File: config.mk
export PLATFORM = sky130hd
export DESIGN_NAME = txobi_tx_overhead_byte_insertion
export DESIGN_NICKNAME = d
export VERILOG_FILES = /design/src/design/txobi_pkg.sv /design/src/design/txobi_frame_if.sv /design/src/design/txobi_tx_overhead_byte_insertion.sv /design/src/design/txobi_frame_cnt.sv
export SDC_FILE = /design/constraint.sdc
export NUM_CORES = 2
export LEC_CHECK = 0
export ABC_CLOCK_PERIOD_IN_PS = 33100
export BUFFER_PORTS_ARGS = -buffer_cell sky130_fd_sc_hd__buf_2
export CORE_MARGIN = 3
export CORE_UTILIZATION = 45
export CTS_CLUSTER_DIAMETER = 40
export CTS_CLUSTER_SIZE = 24
export DETAILED_ROUTE_END_ITERATION = 8
export GPL_ROUTABILITY_DRIVEN = 0
export PLACE_DENSITY_LB_ADDON = 0.05
export SYNTH_ARGS = -nofsm -noshare
export SYNTH_HDL_FRONTEND = slang
export SYNTH_HIERARCHICAL = 1
export SYNTH_SLANG_ARGS = --single-unit
File: constraint.sdc
create_clock -name sys_clk -period 33.1 [get_ports sys_clk]
set_input_delay 0 -clock sys_clk [delete_from_list [all_inputs] [get_ports sys_clk]]
set_output_delay 0 -clock sys_clk [all_outputs]
set_load 0.005 [all_outputs]
File: src/design/txobi_pkg.sv
package txobi_pkg;

  // ---------------------------------------------------------------
  // Frame geometry
  // ---------------------------------------------------------------
  localparam int ROW_W = 4;
  localparam int COL_W = 7;
  localparam int SLOT_W = 6;
  localparam logic [ROW_W-1:0] ROWS_FULL = 4'h9;
  localparam logic [COL_W-1:0] COLS_FULL = 7'h5a;
  localparam logic [ROW_W-1:0] ROWS_SHORT = 4'h2;
  localparam logic [COL_W-1:0] COLS_SHORT = 7'h06;
  localparam logic [SLOT_W-1:0] SLOTS = 6'h30;
  localparam logic [ROW_W-1:0] SHORT_MAX_ROW = 4'h2;
  localparam logic [ROW_W-1:0] ROW_ONE = 4'h1;
  localparam logic [COL_W-1:0] COL_ONE = 7'h01;
  localparam logic [SLOT_W-1:0] SLOT_ONE = 6'h01;

  // ---------------------------------------------------------------
  // Insertion groups
  // ---------------------------------------------------------------
  localparam int FIELD_ROW_W = 4;
  localparam int FIELD_COL_W = 2;
  localparam int SEL_W = 2;
  localparam int SINGLE_N = 3;
  localparam int GROUP_N = 3;
  localparam int GROUP_LEN = 16;
  localparam int BLOCK_LEN = 48;
  localparam int PORT_BYTES = 99;
  localparam int IDX_W = 7;
  localparam logic [IDX_W-1:0] SINGLE_BASE = 7'h00;
  localparam logic [IDX_W-1:0] GROUP_BASE = 7'h03;
  localparam logic [IDX_W-1:0] BLOCK_BASE = 7'h33;
  localparam logic [IDX_W-1:0] LAST_BYTE = 7'h62;
  localparam logic [IDX_W-1:0] IDX_ONE = 7'h01;
  localparam logic [IDX_W-1:0] IDX_ZERO = 7'h00;

  // ---------------------------------------------------------------
  // Overhead stream
  // ---------------------------------------------------------------
  localparam logic [IDX_W-1:0] LAST_PORT = 7'h43;

  typedef enum logic [1:0] {
    TXOBI_ST_IDLE = 2'b00,
    TXOBI_ST_RUN = 2'b01,
    TXOBI_ST_DONE = 2'b10
  } txobi_stream_t;

endpackage : txobi_pkg

File: src/design/txobi_frame_if.sv
`timescale 1ns/1ps
interface txobi_frame_if;
  import txobi_pkg::*;
  logic [ROW_W-1:0] row;
  logic [COL_W-1:0] col;
  logic [SLOT_W-1:0] slot;
  logic frame_start;
  modport gen (output row, col, slot, frame_start);
  modport use_pos (input row, col, slot, frame_start);
endinterface : txobi_frame_if

File: src/design/txobi_tx_overhead_byte_insertion.sv
`timescale 1ns/1ps
//
// Contract
// RL1: Insert 48-byte block at row, column.
// RL2: CPU mode uses registers, else overhead stream.
// RL3: Block row/column reset zero; zero inhibits.
// RL4: Short frame: rows above two not inserted.
// RL5: Transparent mode disables all insertion.
// RL6: Insertion data registers are not reset.
// RL7: STS-12 block sends entries 0,4..44 only.
// RL8: STS-12 byte replicated over four positions.
// RL9: Three single bytes at row/column/slot.
// RL10: Single fields reset zero; zero inhibits.
// RL11: STS-12 single slots are multiples of four.
// RL12: Three 16-byte groups, thirds picked by selector.
// RL13: Same position, distinct thirds form 48 run.
// RL14: Group fields reset zero; zero inhibits.
// RL15: STS-12 groups send entries 0,4,8,12.
// RL16: Full frame 9x90x48, 125 us.
// RL17: Short frame 2x6x48, 576 bytes.
// RL18: Stream: 68 ports of 99 bytes ordered.
// RL19: Source starts on raised data-valid.
// RL20: Priority single, then group, then block.
// RL21: Settings change only at frame boundary; staging writes follow insert_cpu_source_sel at once, not act_cpu_src.
//
module txobi_tx_overhead_byte_insertion
  import txobi_pkg::*;
(
  // Clock and reset
  input wire logic sys_clk,
  input wire logic nrst,
  input wire logic clk_en,
  // Frame and port mode
  input wire logic frm_sync,
  input wire logic short_frame,
  input wire logic sts12_mode,
  input wire logic transparent_mode,
  input wire logic [IDX_W-1:0] port_sel,
  // Insertion configuration
  input wire logic insert_cpu_source_sel,
  input wire logic [FIELD_ROW_W-1:0] block_insert_row,
  input wire logic [FIELD_COL_W-1:0] block_insert_col,
  input wire logic [SINGLE_N*FIELD_ROW_W-1:0] single_insert_row,
  input wire logic [SINGLE_N*FIELD_COL_W-1:0] single_insert_col,
  input wire logic [SINGLE_N*SLOT_W-1:0] single_insert_slot,
  input wire logic [GROUP_N*FIELD_ROW_W-1:0] group16_insert_row,
  input wire logic [GROUP_N*FIELD_COL_W-1:0] group16_insert_col,
  input wire logic [GROUP_N*SEL_W-1:0] group16_third_sel,
  // CPU data write
  input wire logic cpu_wr_en,
  input wire logic [IDX_W-1:0] cpu_wr_addr,
  input wire logic [7:0] cpu_wr_data,
  // Overhead stream
  input wire logic ohmon_valid,
  input wire logic [7:0] ohmon_data_in,
  output logic oh_frame_dv,
  // Transmit data path
  input wire logic [7:0] tx_data_in,
  output logic [7:0] tx_data_out,
  output logic tx_inserted
);

  // ---------------------------------------------------------------
  // Frame position
  // ---------------------------------------------------------------
  txobi_frame_if frm ();

  txobi_frame_cnt u_frame_cnt (
    .sys_clk(sys_clk),
    .nrst(nrst),
    .clk_en(clk_en),
    .frm_sync(frm_sync),
    .short_frame(short_frame),
    .pos(frm)
  );

  // ---------------------------------------------------------------
  // Position match
  // ---------------------------------------------------------------
  function automatic logic pos_hit(
    input logic [FIELD_ROW_W-1:0] f_row,
    input logic [FIELD_COL_W-1:0] f_col,
    input logic [ROW_W-1:0] cur_row,
    input logic [COL_W-1:0] cur_col,
    input logic short_fmt
  );
    logic on_row;
    logic on_col;
    on_row = (cur_row == f_row - ROW_ONE);
    on_col = (cur_col == {{(COL_W-FIELD_COL_W){1'b0}}, f_col} - COL_ONE);
    pos_hit = (f_row != '0) && (f_col != '0) && on_row && on_col // [RL3] [RL10] [RL14]
      && !(short_fmt && (f_row > SHORT_MAX_ROW)); // [RL4]
  endfunction : pos_hit

  // ---------------------------------------------------------------
  // Active settings, taken at frame boundary
  // ---------------------------------------------------------------
  logic act_cpu_src;
  logic [FIELD_ROW_W-1:0] act_blk_row;
  logic [FIELD_COL_W-1:0] act_blk_col;
  logic [SINGLE_N*FIELD_ROW_W-1:0] act_sgl_row;
  logic [SINGLE_N*FIELD_COL_W-1:0] act_sgl_col;
  logic [SINGLE_N*SLOT_W-1:0] act_sgl_slot;
  logic [GROUP_N*FIELD_ROW_W-1:0] act_grp_row;
  logic [GROUP_N*FIELD_COL_W-1:0] act_grp_col;
  logic [GROUP_N*SEL_W-1:0] act_grp_sel;

  always_ff @(posedge sys_clk) begin
    if (!nrst) begin
      act_cpu_src <= 1'b0;
      act_blk_row <= '0; // [RL3]
      act_blk_col <= '0; // [RL3]
      act_sgl_row <= '0; // [RL10]
      act_sgl_col <= '0; // [RL10]
      act_sgl_slot <= '0; // [RL10]
      act_grp_row <= '0; // [RL14]
      act_grp_col <= '0; // [RL14]
      act_grp_sel <= '0; // [RL14]
    end else if (clk_en && frm.frame_start) begin
      act_cpu_src <= insert_cpu_source_sel; // [RL21]
      act_blk_row <= block_insert_row; // [RL21]
      act_blk_col <= block_insert_col;
      act_sgl_row <= single_insert_row;
      act_sgl_col <= single_insert_col;
      act_sgl_slot <= single_insert_slot;
      act_grp_row <= group16_insert_row;
      act_grp_col <= group16_insert_col;
      act_grp_sel <= group16_third_sel;
    end
  end

  // ---------------------------------------------------------------
  // Overhead stream tracking
  // ---------------------------------------------------------------
  txobi_stream_t st;
  logic [IDX_W-1:0] strm_byte;
  logic [IDX_W-1:0] strm_port;
  logic strm_last;

  assign strm_last = (strm_byte == LAST_BYTE) && (strm_port == LAST_PORT);

  always_ff @(posedge sys_clk) begin
    if (!nrst) begin
      st <= TXOBI_ST_IDLE;
      oh_frame_dv <= 1'b0;
      strm_byte <= '0;
      strm_port <= '0;
    end else if (clk_en) begin
      case (st)
        TXOBI_ST_IDLE, TXOBI_ST_DONE: begin
          if (frm.frame_start) begin
            st <= TXOBI_ST_RUN;
            oh_frame_dv <= 1'b1; // [RL19]
            strm_byte <= '0;
            strm_port <= '0;
          end
        end
        TXOBI_ST_RUN: begin
          if (frm.frame_start) begin
            strm_byte <= '0;
            strm_port <= '0;
          end else if (ohmon_valid) begin
            if (strm_last) begin
              st <= TXOBI_ST_DONE;
              oh_frame_dv <= 1'b0;
            end else if (strm_byte == LAST_BYTE) begin
              strm_byte <= '0; // [RL18]
              strm_port <= strm_port + IDX_ONE;
            end else begin
              strm_byte <= strm_byte + IDX_ONE;
            end
          end
        end
        default: begin
          st <= TXOBI_ST_IDLE;
          oh_frame_dv <= 1'b0;
        end
      endcase
    end
  end

  // ---------------------------------------------------------------
  // Byte stores: staging filled now, active sent next frame
  // ---------------------------------------------------------------
  logic [7:0] stage_mem [PORT_BYTES];
  logic [7:0] act_mem [PORT_BYTES];
  logic stage_wr;
  logic [IDX_W-1:0] stage_addr;
  logic [7:0] stage_data;

  always_comb begin
    if (insert_cpu_source_sel) begin
      stage_wr = cpu_wr_en && (cpu_wr_addr <= LAST_BYTE); // [RL2]
      stage_addr = cpu_wr_addr;
      stage_data = cpu_wr_data;
    end else begin
      stage_wr = (st == TXOBI_ST_RUN) && ohmon_valid && !frm.frame_start
        && (strm_port == port_sel); // [RL2] [RL18]
      stage_addr = strm_byte;
      stage_data = ohmon_data_in;
    end
  end

  // No reset on data stores
  always_ff @(posedge sys_clk) begin
    if (clk_en && stage_wr) begin
      stage_mem[stage_addr] <= stage_data; // [RL6]
    end
  end

  always_ff @(posedge sys_clk) begin
    if (clk_en && frm.frame_start) begin
      act_mem <= stage_mem; // [RL21] [RL6]
    end
  end

  // ---------------------------------------------------------------
  // Insertion decode
  // ---------------------------------------------------------------
  logic [SLOT_W-1:0] eff_slot;
  logic [SINGLE_N-1:0] sgl_hit;
  logic [GROUP_N-1:0] grp_hit;
  logic blk_hit;

  // STS-12 byte covers four positions, first entry of each four
  assign eff_slot = sts12_mode ? {frm.slot[SLOT_W-1:2], 2'b00} : frm.slot; // [RL7] [RL8] [RL15]

  assign blk_hit = pos_hit(act_blk_row, act_blk_col, frm.row, frm.col, short_frame); // [RL1]

  genvar gi;
  generate
    for (gi = 0; gi < SINGLE_N; gi++) begin : g_single
      // Slot field trusted as multiple of four in STS-12
      assign sgl_hit[gi] = pos_hit(act_sgl_row[gi*FIELD_ROW_W +: FIELD_ROW_W],
        act_sgl_col[gi*FIELD_COL_W +: FIELD_COL_W], frm.row, frm.col, short_frame)
        && (eff_slot == act_sgl_slot[gi*SLOT_W +: SLOT_W]); // [RL9] [RL11]
    end
    for (gi = 0; gi < GROUP_N; gi++) begin : g_group
      assign grp_hit[gi] = pos_hit(act_grp_row[gi*FIELD_ROW_W +: FIELD_ROW_W],
        act_grp_col[gi*FIELD_COL_W +: FIELD_COL_W], frm.row, frm.col, short_frame)
        && (act_grp_sel[gi*SEL_W +: SEL_W] != '0)
        && ({1'b0, eff_slot[SLOT_W-1:4]} == {1'b0, act_grp_sel[gi*SEL_W +: SEL_W]} - 3'h1); // [RL12] [RL13]
    end
  endgenerate

  logic ins_hit;
  logic [IDX_W-1:0] ins_idx;

  always_comb begin
    ins_hit = 1'b0;
    ins_idx = IDX_ZERO;
    if (blk_hit) begin
      ins_hit = 1'b1;
      ins_idx = BLOCK_BASE + {1'b0, eff_slot}; // [RL1] [RL7]
    end
    for (int g = GROUP_N - 1; g >= 0; g--) begin
      if (grp_hit[g]) begin
        ins_hit = 1'b1;
        ins_idx = GROUP_BASE + IDX_W'(g * GROUP_LEN) + {3'h0, eff_slot[3:0]}; // [RL20] [RL15]
      end
    end
    for (int s = SINGLE_N - 1; s >= 0; s--) begin
      if (sgl_hit[s]) begin
        ins_hit = 1'b1;
        ins_idx = SINGLE_BASE + IDX_W'(s); // [RL20]
      end
    end
    if (transparent_mode) begin
      ins_hit = 1'b0; // [RL5]
    end
  end

  // ---------------------------------------------------------------
  // Transmit output
  // ---------------------------------------------------------------
  always_ff @(posedge sys_clk) begin
    if (!nrst) begin
      tx_data_out <= '0;
      tx_inserted <= 1'b0;
    end else if (clk_en) begin
      tx_inserted <= ins_hit;
      tx_data_out <= ins_hit ? act_mem[ins_idx] : tx_data_in;
    end
  end

endmodule : txobi_tx_overhead_byte_insertion

File: src/design/txobi_frame_cnt.sv
`timescale 1ns/1ps
module txobi_frame_cnt
  import txobi_pkg::*;
(
  // Clock and reset
  input wire logic sys_clk,
  input wire logic nrst,
  input wire logic clk_en,
  // Frame control
  input wire logic frm_sync,
  input wire logic short_frame,
  // Position out
  txobi_frame_if.gen pos
);

  logic [ROW_W-1:0] rows;
  logic [COL_W-1:0] cols;
  logic last_slot;
  logic last_col;
  logic last_row;

  assign rows = short_frame ? ROWS_SHORT : ROWS_FULL; // [RL16] [RL17]
  assign cols = short_frame ? COLS_SHORT : COLS_FULL; // [RL16] [RL17]
  assign last_slot = (pos.slot == SLOTS - SLOT_ONE);
  assign last_col = (pos.col >= cols - COL_ONE);
  assign last_row = (pos.row >= rows - ROW_ONE);

  // ---------------------------------------------------------------
  // Row, column, slot counter
  // ---------------------------------------------------------------
  always_ff @(posedge sys_clk) begin
    if (!nrst) begin
      pos.row <= '0;
      pos.col <= '0;
      pos.slot <= '0;
      pos.frame_start <= 1'b0;
    end else if (clk_en) begin
      pos.frame_start <= frm_sync | (last_slot & last_col & last_row);
      if (frm_sync) begin
        pos.row <= '0;
        pos.col <= '0;
        pos.slot <= '0;
      end else if (!last_slot) begin
        pos.slot <= pos.slot + SLOT_ONE;
      end else begin
        pos.slot <= '0;
        if (!last_col) begin
          pos.col <= pos.col + COL_ONE;
        end else begin
          pos.col <= '0;
          pos.row <= last_row ? '0 : pos.row + ROW_ONE;
        end
      end
    end
  end

endmodule : txobi_frame_cnt

# == Word-level counts from Yosys, hierarchy flattened ==
# Index checks and enable logic that the tools add are counted.
# Widths: inputs -> output; s select.
# word_totals
output_inout_bits,10
word_cells,440
regBits,1694
# op_classes
magnitude_cmp,13
n_bitwise,5
n_addsub,28
reduce_logical,87
mux,58
eq_ne,33
# ops
operator,n
$bwmux 792,1
$mux 7,21
$bmux 8 s7,1
$demux 8 s7,1
$eq 7x7->1,8
$logic_and 1x1->1,52
$mux 8,5
$sub 4x1->4 const B,8
$sub 2x1->3 const B,10
$eq 4x4->1,7
$gt 4x2->1 const B,7
$pmux 7 s2,2
$reduce_bool 4->1,7
$reduce_bool 2->1,13
$add 7x1->7 const B,3
$mux 4,5
$eq 6x6->1,3
$ge 8x8->1 const B,2
$not 7->8,2
$eq 7x7->1 const B,2
$mux 1,13
$mux 6,2
$mux 2,5
$reduce_and 5->1,2
other kinds (28),42

# == Longest topological paths before layout ==
# depth
word_depth,18
depth_mapped,19
mapped_depth_nobuf,15

# == Modules after synthesis ==
# The synthesis kept the hierarchy.
# modules_own_cells
mod,cells_each,area_per_inst_um2,n_inst
txobi_tx_overhead_byte_insertion,3994,62188.4,1
txobi_frame_cnt,111,1049.8,1

# == Worst setup path before layout ==
# OpenSTA, ideal clock, no wires.
# synth_timing
kind,register -> register
start,register u_frame_cnt.pos.frame_start
end,"register act_mem[0] in the netlist's numbering, enable pin"
stages_incl_launch_ff,4
setup_ns,1.469
arrival_time_ns,22.112
required_time_ns,31.631
slack_ns,9.520
path_buffers,1
cell_sequence,dfxtp_1 nand2_1 inv_1 clkbuf_1
# synth_between
elab_chain_len,1
# synth_rtl
item,line,source
start: declaration,txobi_frame_if.sv:8,"modport gen (output row, col, slot, frame_start);"
start signal: assignment,txobi_frame_cnt.sv:38,pos.frame_start <= frm_sync | (last_slot & last_col & last_row);
$logic_and 1x1->1,txobi_tx_overhead_byte_insertion.sv:212,if (clk_en && frm.frame_start) begin
end signal: assignment,txobi_tx_overhead_byte_insertion.sv:213,act_mem <= stage_mem;
end: declaration,txobi_tx_overhead_byte_insertion.sv:186,logic [7:0] act_mem [PORT_BYTES];
# No other way between the ends.
# A chain may end at the register's enable or synchronous reset.

# == Final worst setup path ==
# layout_timing
start,register u_frame_cnt.pos.slot[0]
end,register tx_data_out[4]
# layout_between
elab_chain_len,14
# layout_rtl
item,line,source
start: declaration,txobi_frame_if.sv:8,
start signal: assignment,txobi_frame_cnt.sv:44,pos.slot <= pos.slot + SLOT_ONE;
$mux 2 (*),txobi_tx_overhead_byte_insertion.sv:226,"assign eff_slot = sts12_mode ? {frm.slot[SLOT_W-1:2], 2'b00} : frm.slot;"
$add 6x6->7,txobi_tx_overhead_byte_insertion.sv:254,"ins_idx = BLOCK_BASE + {1'b0, eff_slot};"
$mux 7,txobi_tx_overhead_byte_insertion.sv:252,if (blk_hit) begin
$mux 7 (3 in a row),txobi_tx_overhead_byte_insertion.sv:257,if (grp_hit[g]) begin
$mux 7 (3 in a row),txobi_tx_overhead_byte_insertion.sv:263,if (sgl_hit[s]) begin
$not 7->8 (not written as such),txobi_tx_overhead_byte_insertion.sv:282,tx_data_out <= ins_hit ? act_mem[ins_idx] : tx_data_in;
$bmux 8 s7,txobi_tx_overhead_byte_insertion.sv:282,
$mux 8 (not written as such) (2 in a row),txobi_tx_overhead_byte_insertion.sv:282,
$mux 8 (*),txobi_tx_overhead_byte_insertion.sv:282,
end signal: assignment,txobi_tx_overhead_byte_insertion.sv:282,
end: declaration,txobi_tx_overhead_byte_insertion.sv:59,"output logic [7:0] tx_data_out,"
# Mark *: on every way between the ends. The rest lies on a longest branch, timed or not. The select of a mux whose other input is x is not followed.

==> out/metrics.csv <==
stage;metric;value;unit
status;status;finished with violations;
status;violations;max-slew violations;
clock_network;clk-insertion-delay-late;0.82;ns
synthesis;synth_fp_nets;4262;
floorplanning;die-area;145000;um^2
finish;fin_util;54.3;%
synthesis;synth_edf_count;1584;
power_and_ir_drop;p_comb_share;2.3;%
floorplanning;fp.coreArea;139000;um^2
synthesis;synth_flop_cell;edfxtp_1;
synthesis;syn_area_per_cell;15.4;um^2
sta;slew_headroom;-0.205;%
routing;vias;37100;
power_and_ir_drop;p_per_area;64.6;nW/um^2
run;cap_viol_max_count;0;
sta;worstMarginPinSlew;1.50;ns
sta;final.setup.tns;0;ns
synthesis;syn_area;63200;um^2
finish;mostFrequentLayoutCell;edfxtp_1;
sta;setup_slack;25.61;ns
place;placement.io_buffers;123;
power_and_ir_drop;p_int;3830;uW
finish;synthToLayoutAreaGrowth;18.9;%
setup_path;path_cells;nor2b_1, inv_1, ha_1, clkinv_1, o211ai_2, o21bai_4, buf_4, buf_12, mux4_2, nand2_1, nand4_1, a21o_1, a221oi_1, a211oi_1;
synthesis;ys.warnings.count;6;
grt;overflow;0;
place;post-place-ws;25.76;ns
power_and_ir_drop;p_switching;1030;uW
power_and_ir_drop;pwr-share-clk;49.2;%
setup_path;cp-start-kind;flop;
clock_network;htree_levels;4;
power_and_ir_drop;power_leakage;0.0253;uW
routing;routed_wl;191;mm
setup_path;worst_setup_path_end_kind;flop;
min_path;hold_class;in2reg;
clock_network;cts_tree;done;
sta;fin_crit_sh;22.6;%
clock_network;cts_made_buffers;216;
setup_path;critPathArrivalTime;8.12;ns
finish;final_cells;6565;
power_and_ir_drop;peakVddDrop;0.0000525;V
routing;ant_nets;0;
setup_path;crit_slowest_cell;a221oi_1;
grt;grt_max_degree;158;
sta;fmax;134;MHz
sta;drv_slew;1;
clock_network;cts_sinks;1694;
floorplanning;rows;136;
sta;fin_skew;0.0307;ns
clock_network;postCtsSetupBuffers;0;
routing;viasPerCell;5.66;
synthesis;postSynthCellCount;4105;
routing;wire_per_inst;29.1;um
place;hpwl;115;mm
routing;first_pass_iters;5;
clock_network;clock_path_buffers;3;
sta;rsz0062_at_grt;false;
sta;final_hold_viol_count;0;
finish;drive_above_1_share;13.9;%
clock_network;cts_resized;0;
grt;antenna_found_initial;11;
setup_path;critPathMaxFanout;93;
synthesis;async_flop_share;0;%
finish;nets;4664;
synthesis;synth_seq_cells;1694;
floorplanning;die_h;381;um
grt;grtUsageTotal;26.1;%
place;dp_cells;5990;
power_and_ir_drop;p_seq_share;48.5;%
synthesis;synth-seq-area-share;78.7;%
clock_network;cts_root_buf;clkbuf_16;
setup_path;max_stage_delay;1.21;ns
floorplanning;start_util;45.7;%
routing;drtIter0Drc;3978;
setup_path;crit_required;33.73;ns
sta;timing.hold.ws;0.0719;ns
sta;setup_viol;0;
sta;final.min_clock_period;7.49;ns
grt;grt_pass1_wl;270;mm
clock_network;clk_pin_slew;0.06;ns
grt;grt_pass1_vias;35900;
floorplanning;die_x;381;um
power_and_ir_drop;switching_share;21.1;%
synthesis;synth_cell_types;106;
floorplanning;ios;124;
finish;layout_common_cells;edfxtp_1 (1,584), nand2_1 (754), nand3_1 (280), clkbuf_16 (222), nor2_1 (212);
setup_path;crit_type;reg2reg;
routing;drt_drc_violations_left;0;
==> power by group through the flow <==
| stage | clock network (uW) | logic [uW] | registers [uW] |
|---|---|---|---|
| floorplan | 0 | 43.2 | 2410 |
| global placement | 0 | 92.9 | 2400 |
| detailed placement | 0 | 93.3 | 2400 |
| CTS | 2430 | 110 | 2360 |
| global route | 2520 | 117 | 2360 |
| finish | 2390 | 111 | 2360 |
==> final timing paths <==
kind	startpoint	endpoint	slack [ns]	depth (start not counted)
max	u_frame_cnt/pos.slot[0]	tx_data_out[4]	25.61	14
max reg2reg	u_frame_cnt/pos.slot[0]	tx_data_out[4]	25.61	14
min	cpu_wr_data[4]	stage_mem[148]	0.07	2
min reg2reg	stage_mem[719]	act_mem[719]	0.40	0
==> final cells by class <==
class / instances / area, um^2
well taps: 1863 / 2330
multi-input cells: 2182 / 12500
fillers: 11200 / 63300
flip-flops and latches: 1694 / 49800
repair buffers: 364 / 2920
diodes: 5 / 12.5
inverters: 49 / 191
clock buffers: 246 / 5710
clock inverters: 162 / 1780
==> cell families (layout without fill, tap and decap cells) <==
kind of cell	count (synthesis)	after routing	share of synthesized area, %
compound gates	427	427	4.43
xor+xnor	107	107	1.49
fa+ha+maj	43	43	0.851
simple gates	1480	1480	10.5
mux	125	125	2.23
flops	1694	1694	78.7
buf+inv	229	821	1.75
other cells	0	5	0
==> sequential cells by signal, indices dropped and copies added (netlist names), 2 cells and up <==
| register | cells |
|---|---|
| act_blk_col | 2 |
| stage_mem | 792 |
| act_grp_row | 12 |
| act_blk_row | 4 |
| act_grp_col | 6 |
| u_frame_cnt/pos.slot | 6 |
| u_frame_cnt/pos.row | 4 |
| u_frame_cnt/pos.col | 7 |
| act_sgl_row | 12 |
| act_sgl_col | 6 |
| act_mem | 792 |
| st | 2 |
| act_grp_sel | 6 |
| act_sgl_slot | 18 |
| strm_port | 7 |
| tx_data_out | 8 |
| strm_byte | 7 |
==> critical path: cells and delay by family (launching register included) <==
kind | cells | cell delay [ns]
compound gates | 5 | 2.32
fa+ha+maj | 1 | 0.79
buf+inv | 4 | 2.14
flops | 1 | 0.55
simple gates | 3 | 0.87
mux | 1 | 0.57
==> per-layer routing <==
layer / routed length [um] / up-vias / GRT usage [%]
li1: - / 16200 / -
met1: 82900 / 19100 / 37.5
met2: 88300 / 1500 / 40.7
met3: 14500 / 288 / 4.81
met4: 5310 / 2 / 7.71
met5: 13 / - / 0
==> synth_stat cells (17+ instances only) <==
library cell,number,area share (%)
a211oi_1,19,0.23
a21oi_1,150,1.2
a31oi_1,32,0.32
and3_1,32,0.32
buf_2,69,0.55
buf_4,25,0.30
clkbuf_1,72,0.43
dfxtp_1,110,3.5
edfxtp_1,1584,75
ha_1,43,0.85
inv_1,47,0.28
mux2i_1,104,1.6
nand2_1,761,4.5
nand3_1,280,2.2
nand4_1,37,0.37
nor2_1,213,1.3
nor3_1,32,0.25
nor4_1,28,0.28
o21ai_0,65,0.51
o22ai_1,17,0.17
xnor2_1,56,0.78
xor2_1,50,0.69
==> through the flow <==
| stage | cell area (um^2) | total power, uW |
|---|---|---|
| after floorplan | 63200 | 2460 |
| after global placement | 66000 | 2490 |
| after detailed placement | 66000 | 2500 |
| after CTS | 75200 | 4900 |
| after global routing | 75200 | 5000 |
| final | 75200 | 4860 |
==> repair_timing <==
action / CTS / global route
hold buffers: 162 / 0
endpoints found under the setup margin: 0 / 0
hold endpoints to repair: 248 / 0
(Power assumes the default switching activity.)
